==> config.mk <==
export PLATFORM = sky130hd
export DESIGN_NAME = deep_sleep_clock_gating
export DESIGN_NICKNAME = d
export VERILOG_FILES = /design/src/clock_gate_pkg.sv /design/src/unit_clock_gate.sv /design/src/deep_sleep_clock_gating.sv
export SDC_FILE = /design/constraint.sdc
export NUM_CORES = 1
export LEC_CHECK = 0
export CAP_MARGIN = 5
export CELL_PAD_IN_SITES_DETAIL_PLACEMENT = 1
export CELL_PAD_IN_SITES_GLOBAL_PLACEMENT = 2
export CORE_MARGIN = 1
export CORE_UTILIZATION = 36
export DETAILED_ROUTE_END_ITERATION = 7
export DONT_BUFFER_PORTS = 1
export GPL_ROUTABILITY_DRIVEN = 0
export HOLD_SLACK_MARGIN = 0.08
export PLACE_DENSITY_LB_ADDON = 0.15
export SYNTH_ARGS = -nofsm -noshare
export SYNTH_HDL_FRONTEND = slang
export SYNTH_SLANG_ARGS = --single-unit
==> constraint.sdc <==
create_clock -name aclk -period 3.2 [get_ports aclk]
set_clock_uncertainty 0.2 [all_clocks]
set_input_delay 0.48 -clock aclk [delete_from_list [all_inputs] [get_ports aclk]]
set_output_delay 0.48 -clock aclk [all_outputs]
set_load 0.03 [all_outputs]
==> src/clock_gate_pkg.sv <==
/*
 * Constants shared by the deep-sleep unit clock gating block: register
 * offsets, field positions, reset values, bus response codes.
 * Assumes a single system clock domain and a 32-bit AXI4-Lite register bus.
 */
package clock_gate_pkg;

	// ==========================================================
	// address map
	localparam logic [31:0] SYSCTL_BASE            = 32'h400FE000;
	localparam int          WINDOW_BITS            = 12;
	localparam logic [11:0] OFF_RUN_CLOCK_CONFIG   = 12'h060;
	localparam logic [11:0] OFF_RUN_GATE_1         = 12'h104;
	localparam logic [11:0] OFF_SLEEP_GATE_1       = 12'h114;
	localparam logic [11:0] OFF_DEEP_GATE_1        = 12'h124;

	// ==========================================================
	// gating field positions
	localparam int POS_COMPARATOR_B   = 25;
	localparam int POS_COMPARATOR_A   = 24;
	localparam int POS_GP_COUNT_D     = 19;
	localparam int POS_GP_COUNT_C     = 18;
	localparam int POS_GP_COUNT_B     = 17;
	localparam int POS_GP_COUNT_A     = 16;
	localparam int POS_TWO_WIRE_B     = 14;
	localparam int POS_TWO_WIRE_A     = 12;
	localparam int POS_SYNC_SERIAL_B  = 5;
	localparam int POS_SYNC_SERIAL_A  = 4;
	localparam int POS_ASYNC_SERIAL_C = 2;
	localparam int POS_ASYNC_SERIAL_B = 1;
	localparam int POS_ASYNC_SERIAL_A = 0;

	// implemented gating bits; every other position is reserved
	localparam logic [31:0] GATE_1_MASK  = 32'h030F5037;
	localparam logic [31:0] GATE_1_RESET = 32'h00000000;

	// ==========================================================
	// run clock configuration
	localparam int          POS_AUTO_GATING_SELECT = 0;
	localparam logic [31:0] RUN_CLOCK_CONFIG_MASK  = 32'h00000001;
	localparam logic [31:0] RUN_CLOCK_CONFIG_RESET = 32'h00000000;

	// ==========================================================
	// bus responses
	localparam logic [1:0] RESP_OKAY   = 2'h0;
	localparam logic [1:0] RESP_DECERR = 2'h3;

endpackage : clock_gate_pkg

==> src/unit_clock_gate.sv <==
/*
 * Glitch-free clock gate for one peripheral unit clock.
 * Assumes the enable changes only just after a rising edge of aclk; it is
 * captured on the falling edge so the gated clock never shows a runt pulse.
 */
`timescale 1ns/10ps
module unit_clock_gate (
	// clock and reset
	input  wire logic aclk,
	input  wire logic aresetn,
	// control
	input  wire logic enable,
	// gated clock
	output logic      gated_clk
);

	typedef struct packed {
		logic en_low;
	} gate_state_t;

	gate_state_t state;
	gate_state_t next_state;

	// ==========================================================
	// enable capture while the clock is low
	always_comb begin
		next_state        = state;
		next_state.en_low = enable;
		if (!aresetn) begin
			next_state.en_low = 1'b0;
		end
	end

	// the enable only moves while aclk is low, so the and gate cannot glitch
	always_ff @(negedge aclk) begin
		state <= next_state;
	end

	assign gated_clk = aclk & state.en_low;

endmodule : unit_clock_gate

==> src/deep_sleep_clock_gating.sv <==
/*
 * Unit clock gating control: run, sleep and deep-sleep gating registers,
 * run clock configuration with the auto-gating select, an AXI4-Lite slave
 * for them, the gated unit clocks and a bus fault check for unit accesses.
 * Assumes sleep and deep-sleep requests and unit access probes come from
 * logic on aclk, so they pass no synchroniser.
 */
// The AXI4-Lite interface to the registers was chosen for this implementation.
`timescale 1ns/10ps
module deep_sleep_clock_gating
	import clock_gate_pkg::*;
#(
	parameter logic [31:0] BASE_ADDR = SYSCTL_BASE
) (
	// clock and reset
	input  wire logic        aclk,
	input  wire logic        aresetn,
	// axi4-lite write address
	input  wire logic        s_axi_awvalid,
	output logic             s_axi_awready,
	input  wire logic [31:0] s_axi_awaddr,
	input  wire logic [2:0]  s_axi_awprot,
	// axi4-lite write data
	input  wire logic        s_axi_wvalid,
	output logic             s_axi_wready,
	input  wire logic [31:0] s_axi_wdata,
	input  wire logic [3:0]  s_axi_wstrb,
	// axi4-lite write response
	output logic             s_axi_bvalid,
	input  wire logic        s_axi_bready,
	output logic [1:0]       s_axi_bresp,
	// axi4-lite read address
	input  wire logic        s_axi_arvalid,
	output logic             s_axi_arready,
	input  wire logic [31:0] s_axi_araddr,
	input  wire logic [2:0]  s_axi_arprot,
	// axi4-lite read data
	output logic             s_axi_rvalid,
	input  wire logic        s_axi_rready,
	output logic [31:0]      s_axi_rdata,
	output logic [1:0]       s_axi_rresp,
	// power state from the power controller
	input  wire logic        sleep_request,
	input  wire logic        deep_sleep_request,
	// unit access probe from the peripheral bus
	input  wire logic        unit_access_valid,
	input  wire logic [4:0]  unit_access_select,
	output logic             unit_access_fault,
	output logic             unit_access_ok,
	// gated clocks and enables
	output logic [31:0]      unit_clock_enable,
	output logic [31:0]      unit_clk,
	output logic [2:0]       power_mode
);

	// ==========================================================
	// elaboration check
	if (BASE_ADDR[WINDOW_BITS-1:0] != '0) begin : g_base_check
		$error("base address must be aligned to the register window");
	end

	// ==========================================================
	// types
	typedef enum logic [2:0] {
		MODE_RUN   = 3'b001,
		MODE_SLEEP = 3'b010,
		MODE_DEEP  = 3'b100
	} mode_t;

	typedef struct packed {
		logic        aw_held;
		logic [11:0] aw_offset;
		logic        aw_mapped;
		logic        w_held;
		logic [31:0] w_data;
		logic [3:0]  w_strb;
		logic        bvalid;
		logic [1:0]  bresp;
		logic        rvalid;
		logic [31:0] rdata;
		logic [1:0]  rresp;
		logic [31:0] run_gate_1;
		logic [31:0] sleep_gate_1;
		logic [31:0] deep_sleep_unit_clock_gate_1;
		logic [31:0] run_clock_configuration;
		mode_t       mode;
		logic [31:0] active_gate;
		logic        fault;
		logic        ok;
	} ctrl_state_t;

	ctrl_state_t state;
	ctrl_state_t next_state;

	// ==========================================================
	// helpers
	function automatic logic in_window(input logic [31:0] addr);
		in_window = (addr[31:WINDOW_BITS] == BASE_ADDR[31:WINDOW_BITS]) &&
			(addr[1:0] == 2'h0);
	endfunction : in_window

	function automatic logic is_mapped(input logic [11:0] off);
		is_mapped = (off == OFF_RUN_CLOCK_CONFIG) || (off == OFF_RUN_GATE_1) ||
			(off == OFF_SLEEP_GATE_1) || (off == OFF_DEEP_GATE_1);
	endfunction : is_mapped

	// byte lanes merged, then reserved positions forced back to zero
	function automatic logic [31:0] merge(input logic [31:0] old_value,
		input logic [31:0] new_value, input logic [3:0] strb, input logic [31:0] mask);
		logic [31:0] result;
		result = old_value;
		for (int i = 0; i < 4; i++) begin
			if (strb[i]) begin
				result[8*i +: 8] = new_value[8*i +: 8];
			end
		end
		merge = result & mask;
	endfunction : merge

	function automatic logic [31:0] read_value(input ctrl_state_t s, input logic [11:0] off);
		logic [31:0] value;
		value = 32'h00000000;
		case (off)
			OFF_RUN_CLOCK_CONFIG: value = s.run_clock_configuration;
			OFF_RUN_GATE_1:       value = s.run_gate_1;
			OFF_SLEEP_GATE_1:     value = s.sleep_gate_1;
			OFF_DEEP_GATE_1:      value = s.deep_sleep_unit_clock_gate_1;
			default:              value = 32'h00000000;
		endcase
		read_value = value;
	endfunction : read_value

	// ==========================================================
	// bus handshakes
	logic        aw_take;
	logic        w_take;
	logic        ar_take;
	logic        aw_have;
	logic        w_have;
	logic [11:0] wr_offset;
	logic        wr_mapped;
	logic [31:0] wr_data;
	logic [3:0]  wr_strb;
	logic        auto_gating_select;

	// address and data are taken in either order; a new pair waits for bready
	assign s_axi_awready = !state.aw_held && !state.bvalid;
	assign s_axi_wready  = !state.w_held && !state.bvalid;
	assign s_axi_arready = !state.rvalid;

	assign aw_take   = s_axi_awvalid && s_axi_awready;
	assign w_take    = s_axi_wvalid && s_axi_wready;
	assign ar_take   = s_axi_arvalid && s_axi_arready;
	assign aw_have   = state.aw_held || aw_take;
	assign w_have    = state.w_held || w_take;
	assign wr_offset = state.aw_held ? state.aw_offset : s_axi_awaddr[11:0];
	assign wr_mapped = state.aw_held ? state.aw_mapped :
		(in_window(s_axi_awaddr) && is_mapped(s_axi_awaddr[11:0]));
	assign wr_data   = state.w_held ? state.w_data : s_axi_wdata;
	assign wr_strb   = state.w_held ? state.w_strb : s_axi_wstrb;

	assign auto_gating_select = state.run_clock_configuration[POS_AUTO_GATING_SELECT];

	// ==========================================================
	// next state
	always_comb begin
		next_state = state;

		// write channel
		if (aw_take) begin
			next_state.aw_held   = 1'b1;
			next_state.aw_offset = s_axi_awaddr[11:0];
			next_state.aw_mapped = in_window(s_axi_awaddr) && is_mapped(s_axi_awaddr[11:0]);
		end
		if (w_take) begin
			next_state.w_held = 1'b1;
			next_state.w_data = s_axi_wdata;
			next_state.w_strb = s_axi_wstrb;
		end
		if (state.bvalid && s_axi_bready) begin
			next_state.bvalid = 1'b0;
		end
		if (aw_have && w_have && !state.bvalid) begin
			next_state.aw_held = 1'b0;
			next_state.w_held  = 1'b0;
			next_state.bvalid  = 1'b1;
			next_state.bresp   = wr_mapped ? RESP_OKAY : RESP_DECERR;
			if (wr_mapped) begin
				case (wr_offset)
					OFF_RUN_CLOCK_CONFIG: next_state.run_clock_configuration =
						merge(state.run_clock_configuration, wr_data, wr_strb,
						RUN_CLOCK_CONFIG_MASK);
					OFF_RUN_GATE_1: next_state.run_gate_1 =
						merge(state.run_gate_1, wr_data, wr_strb, GATE_1_MASK);
					OFF_SLEEP_GATE_1: next_state.sleep_gate_1 =
						merge(state.sleep_gate_1, wr_data, wr_strb, GATE_1_MASK);
					// all unit positions are plain read-write bits of the mask
					OFF_DEEP_GATE_1: next_state.deep_sleep_unit_clock_gate_1 =
						merge(state.deep_sleep_unit_clock_gate_1, wr_data, wr_strb,
						GATE_1_MASK);
					default: next_state.bresp = RESP_DECERR;
				endcase
			end
		end

		// read channel
		if (state.rvalid && s_axi_rready) begin
			next_state.rvalid = 1'b0;
		end
		if (ar_take) begin
			next_state.rvalid = 1'b1;
			if (in_window(s_axi_araddr) && is_mapped(s_axi_araddr[11:0])) begin
				next_state.rdata = read_value(state, s_axi_araddr[11:0]);
				next_state.rresp = RESP_OKAY;
			end else begin
				next_state.rdata = 32'h00000000;
				next_state.rresp = RESP_DECERR;
			end
		end

		// power mode; deep-sleep wins over sleep
		if (auto_gating_select && deep_sleep_request) begin
			next_state.mode = MODE_DEEP;
		end else if (auto_gating_select && sleep_request) begin
			next_state.mode = MODE_SLEEP;
		end else begin
			next_state.mode = MODE_RUN;
		end

		// the enables follow the register of the current mode only
		case (state.mode)
			MODE_RUN:   next_state.active_gate = state.run_gate_1;
			MODE_SLEEP: next_state.active_gate = state.sleep_gate_1;
			MODE_DEEP:  next_state.active_gate = state.deep_sleep_unit_clock_gate_1;
			default:    next_state.active_gate = state.run_gate_1;
		endcase

		// unit access check, answered one cycle after the probe
		next_state.fault = unit_access_valid && !state.active_gate[unit_access_select];
		next_state.ok    = unit_access_valid && state.active_gate[unit_access_select];

		// all registers zero except mode, which loads MODE_RUN; every unit starts unclocked
		if (!aresetn) begin
			next_state.aw_held                      = 1'b0;
			next_state.aw_offset                    = 12'h000;
			next_state.aw_mapped                    = 1'b0;
			next_state.w_held                       = 1'b0;
			next_state.w_data                       = 32'h00000000;
			next_state.w_strb                       = 4'h0;
			next_state.bvalid                       = 1'b0;
			next_state.bresp                        = RESP_OKAY;
			next_state.rvalid                       = 1'b0;
			next_state.rdata                        = 32'h00000000;
			next_state.rresp                        = RESP_OKAY;
			next_state.run_gate_1                   = GATE_1_RESET;
			next_state.sleep_gate_1                 = GATE_1_RESET;
			next_state.deep_sleep_unit_clock_gate_1 = GATE_1_RESET;
			next_state.run_clock_configuration      = RUN_CLOCK_CONFIG_RESET;
			next_state.mode                         = MODE_RUN;
			next_state.active_gate                  = GATE_1_RESET;
			next_state.fault                        = 1'b0;
			next_state.ok                           = 1'b0;
		end
	end

	always_ff @(posedge aclk) begin
		state <= next_state;
	end

	// ==========================================================
	// outputs
	assign s_axi_bvalid      = state.bvalid;
	assign s_axi_bresp       = state.bresp;
	assign s_axi_rvalid      = state.rvalid;
	assign s_axi_rdata       = state.rdata;
	assign s_axi_rresp       = state.rresp;
	assign unit_access_fault = state.fault;
	assign unit_access_ok    = state.ok;
	assign unit_clock_enable = state.active_gate;
	assign power_mode        = state.mode;

	// ==========================================================
	// gated unit clocks; reserved positions have a gate whose enable stays low
	for (genvar g = 0; g < 32; g++) begin : g_gate
		unit_clock_gate u_gate (
			.aclk      (aclk),
			.aresetn   (aresetn),
			.enable    (state.active_gate[g]),
			.gated_clk (unit_clk[g])
		);
	end

endmodule : deep_sleep_clock_gating

==> results of run 1 <==
## worst min path at each step
stage | start | to | slack (ps) | cells past startpoint
after floorplan | auto_gating_select | power_mode[0] | 210 | 1
after global placement | state[224] | state[224] | 240 | 2
after detailed placement | state[221] | state[221] | 250 | 2
after CTS | s_axi_araddr[4] | s_axi_rdata[2] | 90 | 3
after global routing | s_axi_araddr[4] | s_axi_rdata[2] | 110 | 3
final | s_axi_araddr[4] | s_axi_rdata[2] | 100 | 3
## through the flow
stage               total power [mW]  std cells  hold WS, ps
finish                          4.64        994         95.3
global route                    4.85        994          107
CTS                             4.70        994         87.2
detailed placement              1.96        868          246
global placement                1.95        868          238
floorplan                       2.00        773          215
## flip-flops by register name, indices dropped and copies added (netlist names), 3 cells and up
name and cells:
unit_clock_enable 13, g_gate.u_gate.state 13, s_axi_rdata 13, state 71
power_mode 3
## synthesized netlist by cell type (all sizes together), types with 2 or more instances
library cell    n  share of area
a21boi         43          0.051
a21oi           6         0.0048
a22oi          26          0.031
and2           30          0.030
and3            4         0.0040
and4b           3         0.0048
buf           105           0.12
clkbuf         33          0.020
dfxtp         120           0.38
inv             5         0.0030
mux2           23          0.041
mux2i          38          0.060
nand2         142          0.085
nand2b          3         0.0030
nand3          10         0.0080
nand4           7         0.0070
nand4b          2         0.0028
nor2           24          0.014
nor2b           3         0.0030
nor3           10          0.017
nor3b           6         0.0097
nor4            4         0.0040
nor4b           8          0.011
o21ai          23          0.018
o21bai          2         0.0024
o221a          16          0.029
o22ai           2         0.0020
or4             2         0.0030
## cell type report
class | instances | area (um^2) | area share
timing repair buffer | 85 | 836 | 0.110
multi-input combinational | 510 | 3210 | 0.420
tap | 220 | 275 | 0.0361
clock buffer | 27 | 633 | 0.0830
clock inverter | 28 | 246 | 0.0323
sequential | 120 | 2410 | 0.317
inverter | 4 | 15.0 | 0.00197
## per-layer routing
metal / wire (um) / track usage
met1: 7430 / 0.229
met2: 8400 / 0.330
met3: 998 / 0.0616
met4: 214 / 0.0836
met5: 0 / 0
## kinds of logic after synthesis
kind of cell / synth area share
AND/OR/NAND/NOR: 0.209
buffers and inverters: 0.147
AO/OA/AOI/OAI: 0.159
flip-flops: 0.382
multiplexers: 0.102
other: 0.000596
## where the power goes
| group | total, mW | leakage [nW] | switching [mW] | internal [mW] |
|---|---|---|---|---|
| Combinational | 0.428 | 1.55 | 0.276 | 0.152 |
| Clock | 2.65 | 0.514 | 0.885 | 1.76 |
| Sequential | 1.57 | 0.977 | 0.0398 | 1.53 |
## timing repair
action | 4_1_cts | 5_1_grt
cloned | 0 | 0
hold endpoints to repair | 103 | 0
hold buffers | 72 | 0
setup endpoints to repair | 26 | 26
pin swaps | 12 | 0
resized for setup | 30 | 5
==> flow_summary.yaml, run 1 <==
global_route:
  grt_pass1_wl_um: 27100
  track_usage: 0.196
  grt_max_degree: 74
  first_global_vias: 5263
  grt_remaining_overflow: 0
  antenna_found_initial: 0
finish:
  nets: 880
  area_delta_synth_final_pct: 21.2
  finish.utilization: 0.453
  final_cell_mix: "nand2_1, dfxtp_1, dlygate4sd3_1"
  diodes: 0
  final_common_cell: "nand2_1"
  fillCellCount: 1988
  layout-drive-gt1-share: 0.112
  fin_area_um2: 7620
worst_setup_path:
  cp_max_fo: 1
  critPathLaunch: "g_gate[25].u_gate.state"
  endpoint: "unit_clk[25]"
  cp-start-kind: "flop"
  crit_arrival_ps: 2680
  rr_endpoint: "state[205]"
  crit_type: "flop to output port"
  cp_top_family: "flip-flops"
  r2r_slack_ps: 340
  worstPathCellList: "and2_4"
  cp.depth: 1
  crit_buf_inv: 0
  critPathCaptureType: "output port"
  cp.required_ps: 2520
  slowest_delay_ps: 320
  crit_path_top_delay_cell: "dfxtp_2"
  r2r_start: "state[239]"
  r2r_cells: 6
sta:
  relSlewSlack: 0.404
  hold_viol: 0
  final_max_slew_viol_count: 0
  setup_slack_ps: -163
  rsz0062_at_grt: "yes"
  setup_viol: 26
  tightest_slew_ps: 891
  tns_ps: -1890
placed_design:
  dpl_worst_slack_ps: 224
  dpl_cell_area_um2: 5970
  hpwlAfterDp_um: 11400
  io_buffers: 0
clock_tree:
  cts_tree: "yes"
  clk_pin_slew_ps: 60
  cts_setup_buffers: 0
  clock_latency_ps: 530
power_and_ir_drop:
  power_leakage_nw: 3.04
  peakVddDrop_v: 0.000477
  power_density_nw_per_um2: 609
synthesis:
  synth-edff-count: 0
  ys_ff_latch: 120
  async_flop_share: 0
  syn_area_um2: 6290
  syn_area_per_cell_um2: 8.77
  netlist_instances: 717
  yosys_warnings: 0
  ys_types: 53
  seq_area_frac_synth: 0.382
  synth_flop_cell: "dfxtp_1"
floorplan:
  num_rows: 47
  die-height_um: 134
  io_pins: 231
  fp.dieW_um: 134
  initial_utilization: 0.374
  core_um2: 16800
  dieArea_um2: 18000
routing:
  drt_iter0_drc: 131
  firstDrtPassIters: 5
  viasPerCell: 5.01
  wl_per_cell_um: 17.1
  num_vias: 4975
  ant_nets: 0
  wl_um: 17000
  drc: 0
hold_path:
  min_path_type: "primary input to flop"
outcome:
  violations: "negative setup slack"
  run_status: "finished, violations left"
job:
  maxCapViolCount: 0
(Power assumes the default switching activity.)
==> inputs of run 2 (changes only) <==
--- a/config.mk
+++ b/config.mk
@@ -14,7 +14,7 @@
 export DONT_BUFFER_PORTS = 1
 export GPL_ROUTABILITY_DRIVEN = 0
 export HOLD_SLACK_MARGIN = 0.08
-export PLACE_DENSITY_LB_ADDON = 0.15
+export PLACE_DENSITY_LB_ADDON = 0.1
 export SYNTH_ARGS = -nofsm -noshare
 export SYNTH_HDL_FRONTEND = slang
 export SYNTH_SLANG_ARGS = --single-unit
==> run 2 against run 1 <==
Compared with the run above: via count up 0.16%; sequential share of layout area shrank 0.16 points; critical path depth unchanged; highest routed layer unchanged; wire length is 0.36% higher; final cell count rose by 0.30%; the run still ends with negative setup slack left; combinational power barely moved; setup slack better by 15 ps; sequential cell count stayed put; sequential power barely moved; power about the same; register-to-register slack worse by 30 ps; worst hold slack gained 1.7 ps.
==> flow_summary.yaml, run 2 (synthesized netlist as in run 1, its figures left out) <==
outcome:
  run_status: "finished, violations left"
  violations: "negative setup slack"
finish:
  diodes: 0
  area_delta_synth_final_pct: 21.6
  regArea_um2: 2410
  top_register: "state"
  final_cell_mix: "nand2_1, dfxtp_1, dlygate4sd3_1"
  final_common_cell: "nand2_1"
  multi_input_area_um2: 3210
  fin_area_um2: 7650
  layout-drive-gt1-share: 0.108
  nets: 883
  largest_reg_flops: 71
  fillCellCount: 1942
power_and_ir_drop:
  comb_power_share: 0.092
  peakVddDrop_v: 0.000417
  p_total_mw: 4.65
  power_density_nw_per_um2: 607
  pwr-share-seq: 0.339
  swShare: 0.259
  clockPowerShare: 0.569
  switchingPower_mw: 1.20
  power_leakage_nw: 3.06
  p_int_mw: 3.44
global_route:
  grt_max_degree: 70
  track_usage: 0.200
  first_global_vias: 5376
  grt_pass1_wl_um: 27500
  antenna_found_initial: 0
  grt_remaining_overflow: 0
worst_setup_path:
  worstPathCellList: "and2_4"
  crit_arrival_ps: 2670
  cp.required_ps: 2520
  cp_top_family: "flip-flops"
  crit_type: "flop to output port"
  critPathCaptureType: "output port"
  crit_path_top_delay_cell: "dfxtp_1"
  cp-start-kind: "flop"
  crit_buf_inv: 0
  slowest_delay_ps: 300
  cp_max_fo: 1
routing:
  drc: 0
  firstDrtPassIters: 4
  viasPerCell: 5.00
  wl_um: 17100
  drt_iter0_drc: 160
  wl_per_cell_um: 17.2
  num_vias: 4983
  ant_nets: 0
sta:
  final_max_slew_viol_count: 0
  setup_slack_ps: -148
  setup_viol: 26
  relSlewSlack: 0.407
  hold_ws_ps: 97.0
  tns_ps: -1790
  hold_viol: 0
  tightest_slew_ps: 886
  rsz0062_at_grt: "yes"
job:
  maxCapViolCount: 0
clock_tree:
  clk_pin_slew_ps: 50
  cts_setup_buffers: 0
  cts_tree: "yes"
  clock_latency_ps: 530
hold_path:
  min_path_type: "primary input to flop"
floorplan:
  io_pins: 231
  fp.dieW_um: 134
  num_rows: 47
  core_um2: 16800
  dieArea_um2: 18000
  die-height_um: 134
  initial_utilization: 0.374
placed_design:
  dpl_cell_area_um2: 5970
  hpwlAfterDp_um: 11400
  dpl_worst_slack_ps: 232
  io_buffers: 0
-- run 2: cell types whose count changed in the layout (fill, tap and decap cells not counted) --
cell and change:
clkinvlp_4 +1, dfxtp_1 +4, dfxtp_2 -4, dlygate4sd3_1 +3, clkbuf_1 -1, inv_4 +1, clkinv_4 -2, clkinv_2 +2
clkinvlp_2 -1
-- run 2: layer usage --
metal / global-route usage / wire, um / up-vias / share of wire
met5: 0 / 0 / - / 0
met4: 0.0955 / 302 / 0 / 0.018
met3: 0.0624 / 1040 / 26 / 0.061
met2: 0.332 / 8260 / 166 / 0.48
met1: 0.233 / 7490 / 2356 / 0.44
li1: - / - / 2435 / -
-- run 2: final cells by class --
class,count,area share
inverters,4,0.00196
repair buffers,88,0.113
well taps,220,0.0360
flip-flops and latches,120,0.315
clock inverters,29,0.0324
multi-input cells,510,0.419
clock buffers,26,0.0823
-- run 2: path summary, 6_finish.rpt --
| check | start | slack [ps] | end | cells after the start |
|---|---|---|---|---|
| worst max register to register | state[239] | 310 | state[221] | 6 |
| worst max-delay path | g_gate[14].u_gate.state | -150 | unit_clk[14] | 1 |
| worst min register to register | state[145] | 280 | state[145] | 2 |
| worst min-delay path | s_axi_araddr[4] | 100 | s_axi_rdata[25] | 3 |
-- run 2: worst reg2reg max path: cells and delay by family, from the launching register on --
| family | cells | cell delay, ps |
|---|---|---|
| compound gates | 1 | 160 |
| buf+inv | 2 | 780 |
| flops | 1 | 310 |
| simple gates | 3 | 1390 |
-- run 2: power groups by stage --
stage	Combinational [mW]	Sequential, mW	Clock (mW)
global placement	0.321	1.60	0.0290
global route	0.467	1.58	2.79
finish	0.430	1.57	2.64
detailed placement	0.328	1.60	0.0290
floorplan	0.370	1.58	0.0504
CTS	0.427	1.57	2.70
-- run 2: what timing repair did --
item	CTS	global route
endpoints found under the hold margin	103	0
pin swaps	12	0
gates resized for setup	28	3
hold buffers	75	0
endpoints found under the setup margin	26	26
-- run 2: metrics by stage --
step	instances	util
2_1_floorplan	773	-
3_3_place_gp	868	0.355
3_5_place_dp	868	0.355
4_1_cts	997	0.454
5_1_grt	997	0.455
6_report	997	0.455
